**src/design/art_pkg.sv**
```systemverilog
package art_pkg;

   // Special function register addresses of the timer
   localparam logic [7:0] ART_ADDR_CONTROL     = 8'hC8;
   localparam logic [7:0] ART_ADDR_RELOAD_LOW  = 8'hCA;
   localparam logic [7:0] ART_ADDR_RELOAD_HIGH = 8'hCB;
   localparam logic [7:0] ART_ADDR_COUNT_LOW   = 8'hCC;
   localparam logic [7:0] ART_ADDR_COUNT_HIGH  = 8'hCD;

   // Control register field positions
   localparam int ART_BIT_HIGH_FLAG  = 7;
   localparam int ART_BIT_LOW_FLAG   = 6;
   localparam int ART_BIT_LOW_IEN    = 5;
   localparam int ART_BIT_CAPTURE_EN = 4;
   localparam int ART_BIT_SPLIT      = 3;
   localparam int ART_BIT_RUN        = 2;
   localparam int ART_BIT_EXT_CLK    = 0;

   // Clock control register field positions
   localparam int ART_BIT_HIGH_CLK_SEL = 5;
   localparam int ART_BIT_LOW_CLK_SEL  = 4;

   // Writable bits of the control register; bit 1 is unused
   localparam logic [7:0] ART_CONTROL_WMASK = 8'hFD;

   // Reset values
   localparam logic [7:0] ART_RESET_BYTE = 8'h00;
   localparam logic [3:0] ART_RESET_DIV  = 4'h0;

   // Core clock prescaler
   localparam logic [3:0] ART_DIV12_LAST = 4'hB;

   // Byte wrap detection
   localparam logic [7:0] ART_BYTE_ALL_ONES = 8'hFF;
   localparam logic [7:0] ART_BYTE_ONE      = 8'h01;

   // Register access from the processor core
   typedef struct packed {
      logic       wr;
      logic       rd;
      logic [7:0] addr;
      logic [7:0] wdata;
   } art_sfr_req_t;

   // Mode decoded from the control register
   typedef enum logic [1:0] {
      ART_MODE_FULL    = 2'b00,
      ART_MODE_SPLIT   = 2'b01,
      ART_MODE_CAPTURE = 2'b10
   } art_mode_t;

endpackage

```
**src/design/art_timer.sv**
```systemverilog
`timescale 1ns/1ps
module art_timer
   import art_pkg::*;
(
   // Clock and reset
   input  wire logic       core_clk_in,
   input  wire logic       rstn_in,
   // Special function register access
   input  wire logic       sfr_wr_in,
   input  wire logic       sfr_rd_in,
   input  wire logic [7:0] sfr_addr_in,
   input  wire logic [7:0] sfr_wdata_in,
   output logic      [7:0] sfr_rdata_out,
   // Clock control bits and interrupt enable from the core
   input  wire logic       high_byte_clock_select_in,
   input  wire logic       low_byte_clock_select_in,
   input  wire logic       timer_interrupt_enable_in,
   // External oscillator divided by 8, asynchronous
   input  wire logic       ext_div8_in,
   // Interrupt request to the core
   output logic            timer_irq_out
);

   art_sfr_req_t req;
   art_mode_t    mode;

   logic [7:0] control_r;
   logic [7:0] reload_low_r;
   logic [7:0] reload_high_r;
   logic [7:0] count_low_r;
   logic [7:0] count_high_r;
   logic [7:0] sfr_rdata_r;
   logic       timer_irq_r;
   logic [3:0] div12_r;
   logic       tick12_r;
   logic       ext_meta_r;
   logic       ext_sync_r;
   logic       ext_prev_r;

   logic       ext_rise;
   logic       ext_fall;
   logic       split;
   logic       run;
   logic       non_core_tick;
   logic       low_tick;
   logic       high_tick;
   logic       low_step;
   logic       high_step;
   logic       low_wrap;
   logic       high_wrap;
   logic       full_wrap;
   logic       capture_evt;
   logic       wr_control;
   logic       high_flag_set;
   logic       low_flag_set;
   logic       irq_nxt;

   assign req.wr    = sfr_wr_in;
   assign req.rd    = sfr_rd_in;
   assign req.addr  = sfr_addr_in;
   assign req.wdata = sfr_wdata_in;

   assign split = control_r[ART_BIT_SPLIT];
   assign run   = control_r[ART_BIT_RUN];

   always_comb
   begin
      if (control_r[ART_BIT_CAPTURE_EN])
      begin
         mode = ART_MODE_CAPTURE;
      end
      else if (split)
      begin
         mode = ART_MODE_SPLIT;
      end
      else
      begin
         mode = ART_MODE_FULL;
      end
   end

   always_ff @(posedge core_clk_in)
   begin
      if (!rstn_in)
      begin
         ext_meta_r <= 1'b0;
         ext_sync_r <= 1'b0;
         ext_prev_r <= 1'b0;
      end
      else
      begin
         ext_meta_r <= ext_div8_in;
         ext_sync_r <= ext_meta_r;
         ext_prev_r <= ext_sync_r;
      end
   end

   // Rising edge advances the count; falling edge captures
   assign ext_rise = ext_sync_r & ~ext_prev_r;
   assign ext_fall = ~ext_sync_r & ext_prev_r;

   // Divide-by-12 prescaler, one pulse every twelve core cycles
   always_ff @(posedge core_clk_in)
   begin
      if (!rstn_in)
      begin
         div12_r  <= ART_RESET_DIV;
         tick12_r <= 1'b0;
      end
      else
      begin
         tick12_r <= (div12_r == ART_DIV12_LAST);
         if (div12_r == ART_DIV12_LAST)
         begin
            div12_r <= ART_RESET_DIV;
         end
         else
         begin
            div12_r <= div12_r + 4'h1;
         end
      end
   end

   assign non_core_tick = control_r[ART_BIT_EXT_CLK] ? ext_rise : tick12_r;

   always_comb
   begin
      low_tick  = low_byte_clock_select_in ? 1'b1 : non_core_tick;
      high_tick = low_tick;
      case (mode)
         ART_MODE_SPLIT:
         begin
            high_tick = high_byte_clock_select_in ? 1'b1 : non_core_tick;
         end
         ART_MODE_CAPTURE:
         begin
            // core or core over 12 only
            low_tick  = low_byte_clock_select_in ? 1'b1 : tick12_r;
            high_tick = low_tick;
         end
         default:
         begin
            high_tick = low_tick;
         end
      endcase
   end

   assign low_step  = split ? low_tick : (run & low_tick);
   assign high_step = split ? (run & high_tick) : (run & low_tick);

   assign low_wrap  = low_step & (count_low_r == ART_BYTE_ALL_ONES);
   assign high_wrap = split ? (high_step & (count_high_r == ART_BYTE_ALL_ONES))
                            : (low_wrap & (count_high_r == ART_BYTE_ALL_ONES));
   assign full_wrap = ~split & high_wrap;

   assign capture_evt = control_r[ART_BIT_CAPTURE_EN] & ext_fall;

   assign wr_control = req.wr & (req.addr == ART_ADDR_CONTROL);

   // low counter steps once per enable pulse; high counter does in split mode, otherwise once per low byte wrap
   always_ff @(posedge core_clk_in)
   begin
      if (!rstn_in)
      begin
         count_low_r  <= ART_RESET_BYTE;
         count_high_r <= ART_RESET_BYTE;
      end
      else
      begin
         if (full_wrap)
         begin
            count_low_r  <= reload_low_r;
            count_high_r <= reload_high_r;
         end
         else
         begin
            if (req.wr && req.addr == ART_ADDR_COUNT_LOW)
            begin
               count_low_r <= req.wdata;
            end
            else if (split && low_wrap)
            begin
               count_low_r <= reload_low_r;
            end
            else if (low_step)
            begin
               count_low_r <= count_low_r + ART_BYTE_ONE;
            end

            if (req.wr && req.addr == ART_ADDR_COUNT_HIGH)
            begin
               count_high_r <= req.wdata;
            end
            else if (split && high_wrap)
            begin
               count_high_r <= reload_high_r;
            end
            else if (split ? high_step : low_wrap)
            begin
               count_high_r <= count_high_r + ART_BYTE_ONE;
            end
         end
      end
   end

   // Capture takes priority over a software write in the same cycle
   always_ff @(posedge core_clk_in)
   begin
      if (!rstn_in)
      begin
         reload_low_r  <= ART_RESET_BYTE;
         reload_high_r <= ART_RESET_BYTE;
      end
      else if (capture_evt)
      begin
         reload_low_r  <= count_low_r;
         reload_high_r <= count_high_r;
      end
      else if (req.wr)
      begin
         if (req.addr == ART_ADDR_RELOAD_LOW)
         begin
            reload_low_r <= req.wdata;
         end
         if (req.addr == ART_ADDR_RELOAD_HIGH)
         begin
            reload_high_r <= req.wdata;
         end
      end
   end

   assign high_flag_set = high_wrap | capture_evt;
   assign low_flag_set  = low_wrap;

   // flags cleared only by software; a set in the same cycle wins
   always_ff @(posedge core_clk_in)
   begin
      if (!rstn_in)
      begin
         control_r <= ART_RESET_BYTE;
      end
      else
      begin
         if (wr_control)
         begin
            control_r <= req.wdata & ART_CONTROL_WMASK;
         end
         if (high_flag_set)
         begin
            control_r[ART_BIT_HIGH_FLAG] <= 1'b1;
         end
         if (low_flag_set)
         begin
            control_r[ART_BIT_LOW_FLAG] <= 1'b1;
         end
      end
   end

   // high flag drives request; add the low flag when its enable bit 5 is set
   assign irq_nxt = timer_interrupt_enable_in &
                    (control_r[ART_BIT_HIGH_FLAG] |
                     (control_r[ART_BIT_LOW_IEN] & control_r[ART_BIT_LOW_FLAG]));

   // level request held while the flag stands
   always_ff @(posedge core_clk_in)
   begin
      if (!rstn_in)
      begin
         timer_irq_r <= 1'b0;
      end
      else
      begin
         timer_irq_r <= irq_nxt;
      end
   end

   // Registered read data; unmapped addresses read zero
   always_ff @(posedge core_clk_in)
   begin
      if (!rstn_in)
      begin
         sfr_rdata_r <= ART_RESET_BYTE;
      end
      else if (req.rd)
      begin
         case (req.addr)
            ART_ADDR_CONTROL:     sfr_rdata_r <= control_r;
            ART_ADDR_RELOAD_LOW:  sfr_rdata_r <= reload_low_r;
            ART_ADDR_RELOAD_HIGH: sfr_rdata_r <= reload_high_r;
            ART_ADDR_COUNT_LOW:   sfr_rdata_r <= count_low_r;
            ART_ADDR_COUNT_HIGH:  sfr_rdata_r <= count_high_r;
            default:              sfr_rdata_r <= ART_RESET_BYTE;
         endcase
      end
   end

   assign sfr_rdata_out = sfr_rdata_r;
   assign timer_irq_out = timer_irq_r;

endmodule

```
**config.mk**
```make
export PLATFORM = sky130hd
export DESIGN_NAME = art_timer
export DESIGN_NICKNAME = d
export VERILOG_FILES = /design/src/design/art_pkg.sv /design/src/design/art_timer.sv
export SDC_FILE = /design/constraint.sdc
export NUM_CORES = 1
export LEC_CHECK = 0
export ABC_AREA = 1
export CORE_UTILIZATION = 60
export CTS_BUF_LIST = sky130_fd_sc_hd__clkbuf_16
export CTS_CLUSTER_SIZE = 40
export DETAILED_ROUTE_END_ITERATION = 8
export DONT_BUFFER_PORTS = 1
export HOLD_SLACK_MARGIN = 0.02
export PLACE_DENSITY = 0.79
export SLEW_MARGIN = 20
export SYNTH_ARGS = -nofsm -noshare
export SYNTH_HDL_FRONTEND = slang
export SYNTH_SLANG_ARGS = --single-unit
export TNS_END_PERCENT = 100
```
**constraint.sdc**
```tcl
create_clock -name core_clk_in -period 3.98 [get_ports core_clk_in]
set_clock_uncertainty 0.1 [all_clocks]
set_input_delay 0.597 -clock core_clk_in [delete_from_list [all_inputs] [get_ports core_clk_in]]
set_output_delay 0.597 -clock core_clk_in [all_outputs]
set_load 0.1 [all_outputs]
```
==> impl_metrics.yaml, run 1 <==
cells_and_area:
  fin_nets: 487
  drive_gt1_share_pct: 6.94
  final-seq-area_um2: 1120
  num-fill-cells: 456
  antenna_cells: 0
  multi_input_area_um2: 1770
  design_area_um2: 3360
  area_growth_syn_to_layout_pct: 5.75
placed_design:
  pre_cts_slack_ns: 1.57
  dpl-instance-area_um2: 3210
  io_buffers: 0
  place_congestion: 0.996
  post-dp-hpwl_um: 6570
run_status:
  outcome: "completed"
sta:
  fin_setup_tns_ns: 0
  hold_viol: 0
  worst_pin_slew_ns: 0.981
  min_period_over_period_pct: 55.3
  rsz0062_at_grt: "false"
  relSlewSlack_pct: 34.5
  finalCriticalPeriod_ns: 2.20
  setup_ws_ns: 1.78
  setup_viol_count_final: 0
  fmax_mhz: 454
  finalMaxSlewViolations: 0
die:
  io_pins: 33
  die_area_um2: 5590
  die_y_um: 74.8
  fp.dieW_um: 74.8
  rows: 26
  start_util_pct: 62.2
  design.core.area_um2: 5110
synth:
  ys_warn_count: 0
  synth_top_area_share_pct: 35.3
  synth-seq-area-share_pct: 35.3
  yosys-top-cells-count: "nand2_1, o21ai_0, dfxtp_1, a21oi_1, inv_1"
  yosysTopAreaCell: "dfxtp_1"
  synth_cells: 465
  ys.flop_type: "dfxtp_1"
  synth_area_um2: 3180
  synth-edff-count: 0
  synth_most_common_cell: "nand2_1"
  async_flop_share_pct: 0
  yosys.cell_types.count: 38
  synthTopCellsByArea: "dfxtp_1, nand2_1, o21ai_0"
  synth-seq-cells: 56
  synth_nets: 492
  avgSynthCellArea_um2: 6.84
clock_network:
  clk_pin_slew_ns: 0.08
  clock_tree.root_cell: "clkbuf_16"
  clockBufferDepth: 2
  clock_sinks: 56
  cts-hold-fix-buffers: 0
  cts-htree-levels: 2
  cts_tree: "yes"
  clk_latency_ns: 0.29
  cts_resized: 0
  post_cts_buffers: 0
  cts_made_buffers: 5
routing:
  wl_met3_um: 858
  drtIter0Drc: 266
  drcViolationCount: 0
  drtAntennaViolNets: 0
  wl_um: 8620
  avgRoutedWirePerCell_um: 16.2
  met2_length_um: 3770
  drt_pass1_iterations: 6
  wl_met1_um: 3650
  viasPerCell: 6.05
  via_count: 3212
  dr.max_layer_used: "met4"
grt:
  gr-total-overflow: 0
  grt_max_degree: 36
  grt_pass1_wl_um: 13500
  antenna_found_initial: 0
  grt_pass1_vias: 2803
  grt_usage_pct: 32.3
power:
  powerDensity_nw_per_um2: 323
  power_frac_comb_pct: 3.6
  clkPwrFrac_pct: 40.9
  ir_drop_uv: 242
  seq_power_share_pct: 55.5
  p_sw_share_pct: 24.8
  switching_power_mw: 0.269
  p_leak_nw: 1.28
  cell_internal_pwr_mw: 0.815
job:
  maxCapViolations: 0
min_path:
  min_path_cells: 2
  min_from: "ext_div8_in"
  holdPathEnd: "ext_meta_r"
  min_path_type: "primary input to register"
worst_setup_path:
  rr_worst_depth: 11
  reg2reg_from: "count_low_r[1]"
  critical_path_class: "register to register"
  rrSetupSlack_ns: 1.78
  crit_arrival_ns: 2.32
  worstPathRequired_ns: 4.10
  cp_max_fo: 17
  r2r_end: "count_low_r[3]"
  endpoint_kind: "register"
  worst_setup_path_start_kind: "register"
==> power by group through the flow <==
stage,Combinational [mW],Sequential [mW],Clock (mW)
6_report,0.0392,0.602,0.444
5_1_grt,0.0436,0.603,0.472
4_1_cts,0.0384,0.602,0.446
3_5_place_dp,0.0381,0.615,0
3_3_place_gp,0.0374,0.615,0
2_1_floorplan,0.0344,0.613,0
==> cell type report <==
cell class                      count  share of cell area, %
Clock buffer                        5                   3.72
Clock inverter                      3                  0.707
Inverter                           58                   6.48
Multi-Input combinational cell    337                   52.7
Sequential cell                    56                   33.3
Tap cell                           70                   2.61
Timing Repair Buffer                2                  0.447
==> placed cells by master (no fill, tap or decap), types with 5 or more instances in the layout <==
master / n
nand2_1: 90
o22ai_1: 8
dfxtp_1: 56
nand3_1: 21
clkbuf_16: 5
nor2_1: 41
xor2_1: 9
o21ai_0: 61
a21oi_1: 52
a31oi_1: 10
a221oi_1: 6
inv_1: 51
==> state kept, by name, summed over array words and instances (netlist names) <==
| register | flops |
|---|---|
| count_low_r | 8 |
| timer_irq_out | 1 |
| count_high_r | 8 |
| control_r | 7 |
| ext_sync_r | 1 |
| div12_r | 4 |
| ext_meta_r | 1 |
| tick12_r | 1 |
| ext_prev_r | 1 |
| reload_high_r | 8 |
| reload_low_r | 8 |
| sfr_rdata_out | 8 |
==> how the worst max path moves through the flow <==
| stage | startpoint | to | slack, ns | cells after the start |
|---|---|---|---|---|
| detailed placement | sfr_addr_in[5] | count_low_r[4] | 1.57 | 8 |
| global placement | sfr_addr_in[5] | count_low_r[4] | 1.68 | 8 |
| global route | count_low_r[0] | count_low_r[5] | 1.62 | 11 |
| floorplan | sfr_wr_in | count_high_r[7] | 2.06 | 8 |
| finish | count_low_r[1] | count_low_r[3] | 1.78 | 11 |
| CTS | count_low_r[1] | count_low_r[5] | 1.80 | 11 |
==> through the flow <==
stage	utilization (%)	total power, mW	cells	hold WS, ns
4_1_cts	65.8	1.09	531	0.301
2_1_floorplan	-	0.648	465	0.290
3_3_place_gp	62.9	0.652	523	0.292
3_5_place_dp	62.9	0.653	523	0.301
5_1_grt	65.8	1.12	531	0.300
6_report	65.8	1.08	531	0.299
==> critical path, cell delays in order (launching register included) <==
cell	delay (ns)
dfxtp_1	0.40
ha_1	0.26
nand2_2	0.10
nor2_4	0.11
nand3_2	0.10
nor2_4	0.16
nand4_4	0.13
nand2_4	0.11
nand3_4	0.21
o21ai_4	0.19
nand2_1	0.09
a31oi_1	0.16
==> cells by family (layout without fill, tap and decap cells) <==
logic type,count (synthesis),in the layout,share of synthesized area [%]
and+or+nand+nor,179,179,26.6
AOI/OAI and AO/OA,144,144,24.9
buffers and inverters,72,68,9.01
DFF,56,56,35.3
xor gates and xnor gates,11,11,3.03
adders and majority gates,3,3,1.18
==> routing by layer <==
| layer | vias up | track usage (%) |
|---|---|---|
| li1 | 1551 | - |
| met1 | 1455 | 42.2 |
| met2 | 169 | 49.4 |
| met3 | 37 | 9.91 |
| met4 | 0 | 13.6 |
| met5 | - | 0 |
No activity file was read; power rests on OpenSTA's default activity.
==> run 2, diff against run 1 <==
--- a/config.mk
+++ b/config.mk
@@ -6,13 +6,13 @@
 export NUM_CORES = 1
 export LEC_CHECK = 0
 export ABC_AREA = 1
-export CORE_UTILIZATION = 60
+export CORE_UTILIZATION = 57
 export CTS_BUF_LIST = sky130_fd_sc_hd__clkbuf_16
 export CTS_CLUSTER_SIZE = 40
 export DETAILED_ROUTE_END_ITERATION = 8
 export DONT_BUFFER_PORTS = 1
 export HOLD_SLACK_MARGIN = 0.02
-export PLACE_DENSITY = 0.79
+export PLACE_DENSITY = 0.78
 export SLEW_MARGIN = 20
 export SYNTH_ARGS = -nofsm -noshare
 export SYNTH_HDL_FRONTEND = slang
==> constraint.sdc (replaced) <==
create_clock -name core_clk_in -period 1.9 [get_ports core_clk_in]
set_clock_uncertainty 0.1 [all_clocks]
set_input_delay 0.285 -clock core_clk_in [delete_from_list [all_inputs] [get_ports core_clk_in]]
set_output_delay 0.285 -clock core_clk_in [all_outputs]
set_load 0.1 [all_outputs]
==> run 2 against run 1 <==
Against the previous run:
- the flow now finishes with violations (negative setup slack)
- sequential cell count unchanged
- combinational power rose to 4.7 times the previous value
- hold slack got worse by 0.28 ns
- register-to-register slack got worse by 1.8 ns
- die area increased by 5.1%
- sequential power is 99% higher
- clock-buffer cell count unchanged
- sequential share of layout area fell by 4.4 points
- clock power grew 120%
==> impl_metrics.yaml, run 2 (synthesis gave the netlist of run 1 again) <==
routing:
  via_count: 3514
  avgRoutedWirePerCell_um: 19.2
  wl_um: 11000
  viasPerCell: 6.14
  drtAntennaViolNets: 0
  drtIter0Drc: 347
  drt_pass1_iterations: 8
  drcViolationCount: 0
run_status:
  outcome: "finished, violations left"
  violations: "negative setup slack"
sta:
  min_period_over_period_pct: 103
  setup_ws_ns: -0.0481
  hold_viol: 0
  finalMaxSlewViolations: 0
  setup_viol_count_final: 9
  worst_pin_slew_ns: 0.575
  finalCriticalPeriod_ns: 1.95
  fin_setup_tns_ns: -0.205
  relSlewSlack_pct: 61.4
  rsz0062_at_grt: "true"
  fmax_mhz: 513
worst_setup_path:
  worstPathRequired_ns: 1.99
  slowest_delay_ns: 0.36
  cp_slowest_cell: "dfxtp_4"
  worst_setup_path_start_kind: "register"
  crit_arrival_ns: 2.04
  crit_chain: "ha_4 > nand2_4 > nor2_4 > nand3_2 > nor2_4 > nand4_4 > nand2_4 > nand3_4 > buf_12 > a21oi_1 > a21oi_1"
  crit_buf_inv: 1
  crit_family: "simple AND/OR/NAND/NOR gates"
  cp_max_fo: 8
  critical_path_class: "register to register"
  endpoint_kind: "register"
  crit_cells: 11
  rr_worst_depth: 11
grt:
  gr-total-overflow: 0
  grt_max_degree: 33
  grt_pass1_vias: 3271
  grt_usage_pct: 37.6
  grt_pass1_wl_um: 17000
  antenna_found_initial: 0
placed_design:
  place_congestion: 1.03
  place_inst: 552
  io_buffers: 0
  post-dp-hpwl_um: 7760
  pre_cts_slack_ns: -0.0424
power:
  p_leak_nw: 1.51
  powerDensity_nw_per_um2: 608
  ir_drop_uv: 413
  power_mw: 2.37
cells_and_area:
  fin_cells: 572
  layout_common_cells: "nand2_1, o21ai_0, dfxtp_1"
  antenna_cells: 0
  final_core_util_pct: 74.6
  area_growth_syn_to_layout_pct: 22.9
  final_common_cell: "nand2_1"
  drive_gt1_share_pct: 21.5
  fin_nets: 528
die:
  fp.dieW_um: 76.7
  die_area_um2: 5880
  design.core.area_um2: 5240
  io_pins: 33
  start_util_pct: 60.7
  die_y_um: 76.7
  rows: 26
min_path:
  min_path_type: "primary input to register"
  min_path_cells: 2
clock_network:
  clk_pin_slew_ns: 0.08
  clockBufferDepth: 2
  clock_tree.root_cell: "clkbuf_16"
  cts_tree: "yes"
  cts_made_buffers: 5
  clk_latency_ns: 0.30
  clock_sinks: 56
  cts-htree-levels: 2
job:
  maxCapViolations: 0
-- run 2: cell types whose count changed in the layout (fill, tap and decap cells not counted), sizes merged --
cell         delta
dlygate4sd3     +7
buf            +34
clkinv          -1
inv             +2
clkinvlp        -1
-- run 2: final timing paths --
| path | to | slack [ns] | startpoint |
|---|---|---|---|
| setup reg to reg | count_low_r[6] | -0.05 | count_low_r[0] |
| hold reg to reg | ext_sync_r | 0.33 | ext_meta_r |
| setup / recovery | count_low_r[6] | -0.05 | count_low_r[0] |
| hold / removal | control_r[4] | 0.02 | rstn_in |
-- run 2: per-layer routing --
layer  part of all wire, %  GRT usage (%)
met5                     0              0
met4                   5.1           21.3
met3                   9.1           6.67
met2                    46           59.4
met1                    40           48.2
-- run 2: what timing repair did --
item | in CTS | in global routing
hold buffers | 7 | 0
endpoints found under the setup margin | 12 | 23
resized for setup | 10 | 47
hold endpoints to repair | 12 | 0
setup buffers | 2 | 3
pin swaps | 4 | 18
-- run 2: area by class of cell --
class | instances | area [um2]
clock buffer | 5 | 125
clock inverter | 3 | 27.5
fill | 429 | 1330
inverter | 58 | 220
multi-input combinational | 337 | 1950
sequential | 56 | 1130
tap | 70 | 87.6
timing repair buffer | 43 | 369
-- run 2: stage by stage --
step / cell area (um2) / hold slack, ns
floorplan: 3180 / 0.283
global placement: 3460 / 0.282
detailed placement: 3460 / 0.287
CTS: 3740 / 0.0206
global route: 3910 / 0.0225
finish: 3910 / 0.0213
-- run 2: power breakdown --
part           switching [mW]  internal, mW
registers             0.00924          1.19
logic                   0.136        0.0476
clock network           0.490         0.503
-- run 2: worst register-to-register path, delay by kind of cell, from the launching register on --
kind / cells / cell delay [ns]
compound gates: 2 / 0.22
flops: 1 / 0.36
buf+inv: 1 / 0.18
fa+ha+maj: 1 / 0.15
simple gates: 7 / 0.82
==> run 3, diff against run 2 <==
--- a/config.mk
+++ b/config.mk
@@ -13,6 +13,7 @@
 export DONT_BUFFER_PORTS = 1
 export HOLD_SLACK_MARGIN = 0.02
 export PLACE_DENSITY = 0.78
+export SKIP_CTS_REPAIR_TIMING = 1
 export SLEW_MARGIN = 20
 export SYNTH_ARGS = -nofsm -noshare
 export SYNTH_HDL_FRONTEND = slang
==> run 3 against run 2 <==
Against the previous run:
- the flow still finishes with violations (negative setup slack)
- clock-buffer cell count is the same
- global-route usage shrank 1.6 points
- fmax shrank 2.8%
==> impl_metrics.yaml, run 3 (synthesis gave the netlist of run 1 again) <==
worst_setup_path:
  worst_setup_path_start_kind: "register"
  cp_max_fo: 8
  critical_path_class: "register to register"
  endpoint_kind: "register"
  crit_chain: "ha_4 > nand2_4 > nor2_4 > nand3_2 > nor2_4 > nand4_4 > nand2_4 > nand3_4 > buf_12 > a21oi_2 > a21oi_2"
  slowest_delay_ns: 0.36
  rr_worst_depth: 11
  crit_family: "simple AND/OR/NAND/NOR gates"
  worstPathRequired_ns: 1.99
  crit_arrival_ns: 2.09
  cp_slowest_cell: "dfxtp_2"
  crit_cells: 11
  crit_buf_inv: 1
sta:
  fmax_mhz: 499
  worst_hold_slack_ns: 0.0135
  finalCriticalPeriod_ns: 2.00
  min_period_over_period_pct: 105
  setup_viol_count_final: 16
  rsz0062_at_grt: "true"
  finalMaxSlewViolations: 0
  worst_pin_slew_ns: 0.575
  fin_setup_tns_ns: -0.901
  hold_viol: 0
  relSlewSlack_pct: 61.5
  setup_ws_ns: -0.104
cells_and_area:
  antenna_cells: 0
  final_core_util_pct: 74.7
  layout_common_cells: "nand2_1, o21ai_0, dfxtp_1"
  fin_nets: 527
  drive_gt1_share_pct: 22.8
  area_growth_syn_to_layout_pct: 23.0
  final_common_cell: "nand2_1"
clock_network:
  clk_latency_ns: 0.30
  cts_tree: "yes"
  clock_sinks: 56
  clock_tree.root_cell: "clkbuf_16"
  cts-htree-levels: 2
  cts_made_buffers: 5
  clk_pin_slew_ns: 0.08
  clockBufferDepth: 2
power:
  p_leak_nw: 1.50
  switching_power_mw: 0.618
  cell_internal_pwr_mw: 1.74
  p_sw_share_pct: 26.2
  powerDensity_nw_per_um2: 603
  power_frac_comb_pct: 7.5
  ir_drop_uv: 413
  clkPwrFrac_pct: 41.6
  seq_power_share_pct: 50.9
routing:
  avgRoutedWirePerCell_um: 19.1
  via_count: 3476
  drt_pass1_iterations: 5
  drcViolationCount: 0
  drtIter0Drc: 374
  wl_um: 10900
  drtAntennaViolNets: 0
  viasPerCell: 6.09
grt:
  grt_max_degree: 36
  grt_usage_pct: 36.0
  gr-total-overflow: 0
  grt_pass1_vias: 3185
  grt_pass1_wl_um: 16300
  antenna_found_initial: 0
placed_design:
  pre_cts_slack_ns: -0.0424
  place_congestion: 1.03
  post-dp-hpwl_um: 7760
  io_buffers: 0
die:
  fp.dieW_um: 76.7
  design.core.area_um2: 5240
  start_util_pct: 60.7
  rows: 26
  io_pins: 33
  die_y_um: 76.7
  die_area_um2: 5880
job:
  maxCapViolations: 0
min_path:
  min_path_type: "primary input to register"
  min_path_cells: 2
run_status:
  outcome: "finished, violations left"
  violations: "negative setup slack"
==> run 3: area by class of cell <==
type                       instances  area, um2
clock inverter                     3       27.5
sequential                        56       1130
multi-input combinational        337       1960
inverter                          58        220
timing repair buffer              42        360
fill                             430       1330
clock buffer                       5        125
tap                               70       87.6
==> run 3: routing by layer <==
layer / track usage, % / vias to the layer above / share of wire (%)
li1: - / 1634 / -
met1: 47.2 / 1642 / 41
met2: 57.2 / 168 / 47
met3: 6.07 / 32 / 7.9
met4: 17.3 / 0 / 3.5
met5: 0 / - / 0
==> run 3: worst reg2reg max path: cells and delay by family, from the launching register on <==
kind / cells / cell delay, ns
DFF: 1 / 0.36
buffers and inverters: 1 / 0.18
adders and majority gates: 1 / 0.16
AOI/OAI and AO/OA: 2 / 0.22
and+or+nand+nor: 7 / 0.87
==> run 3: metrics by stage <==
step / cell area, um2 / instances / total power, mW
global placement: 3460 / 552 / 1.38
CTS: 3610 / 560 / 2.34
floorplan: 3180 / 465 / 1.36
detailed placement: 3460 / 552 / 1.39
global route: 3910 / 571 / 2.41
finish: 3910 / 571 / 2.36
==> run 3: final timing paths <==
check	startpoint	endpoint	slack, ns
max	count_low_r[1]	count_low_r[7]	-0.10
min reg2reg	ext_meta_r	ext_sync_r	0.33
max reg2reg	count_low_r[1]	count_low_r[7]	-0.10
min	rstn_in	timer_irq_out	0.01
==> run 3: power groups by stage <==
stage	Combinational, mW	Clock [mW]	Sequential [mW]
after global placement	0.158	0	1.23
after floorplan	0.0720	0	1.28
final	0.178	0.979	1.20
after global routing	0.189	1.02	1.20
after CTS	0.162	0.980	1.20
after detailed placement	0.161	0	1.23
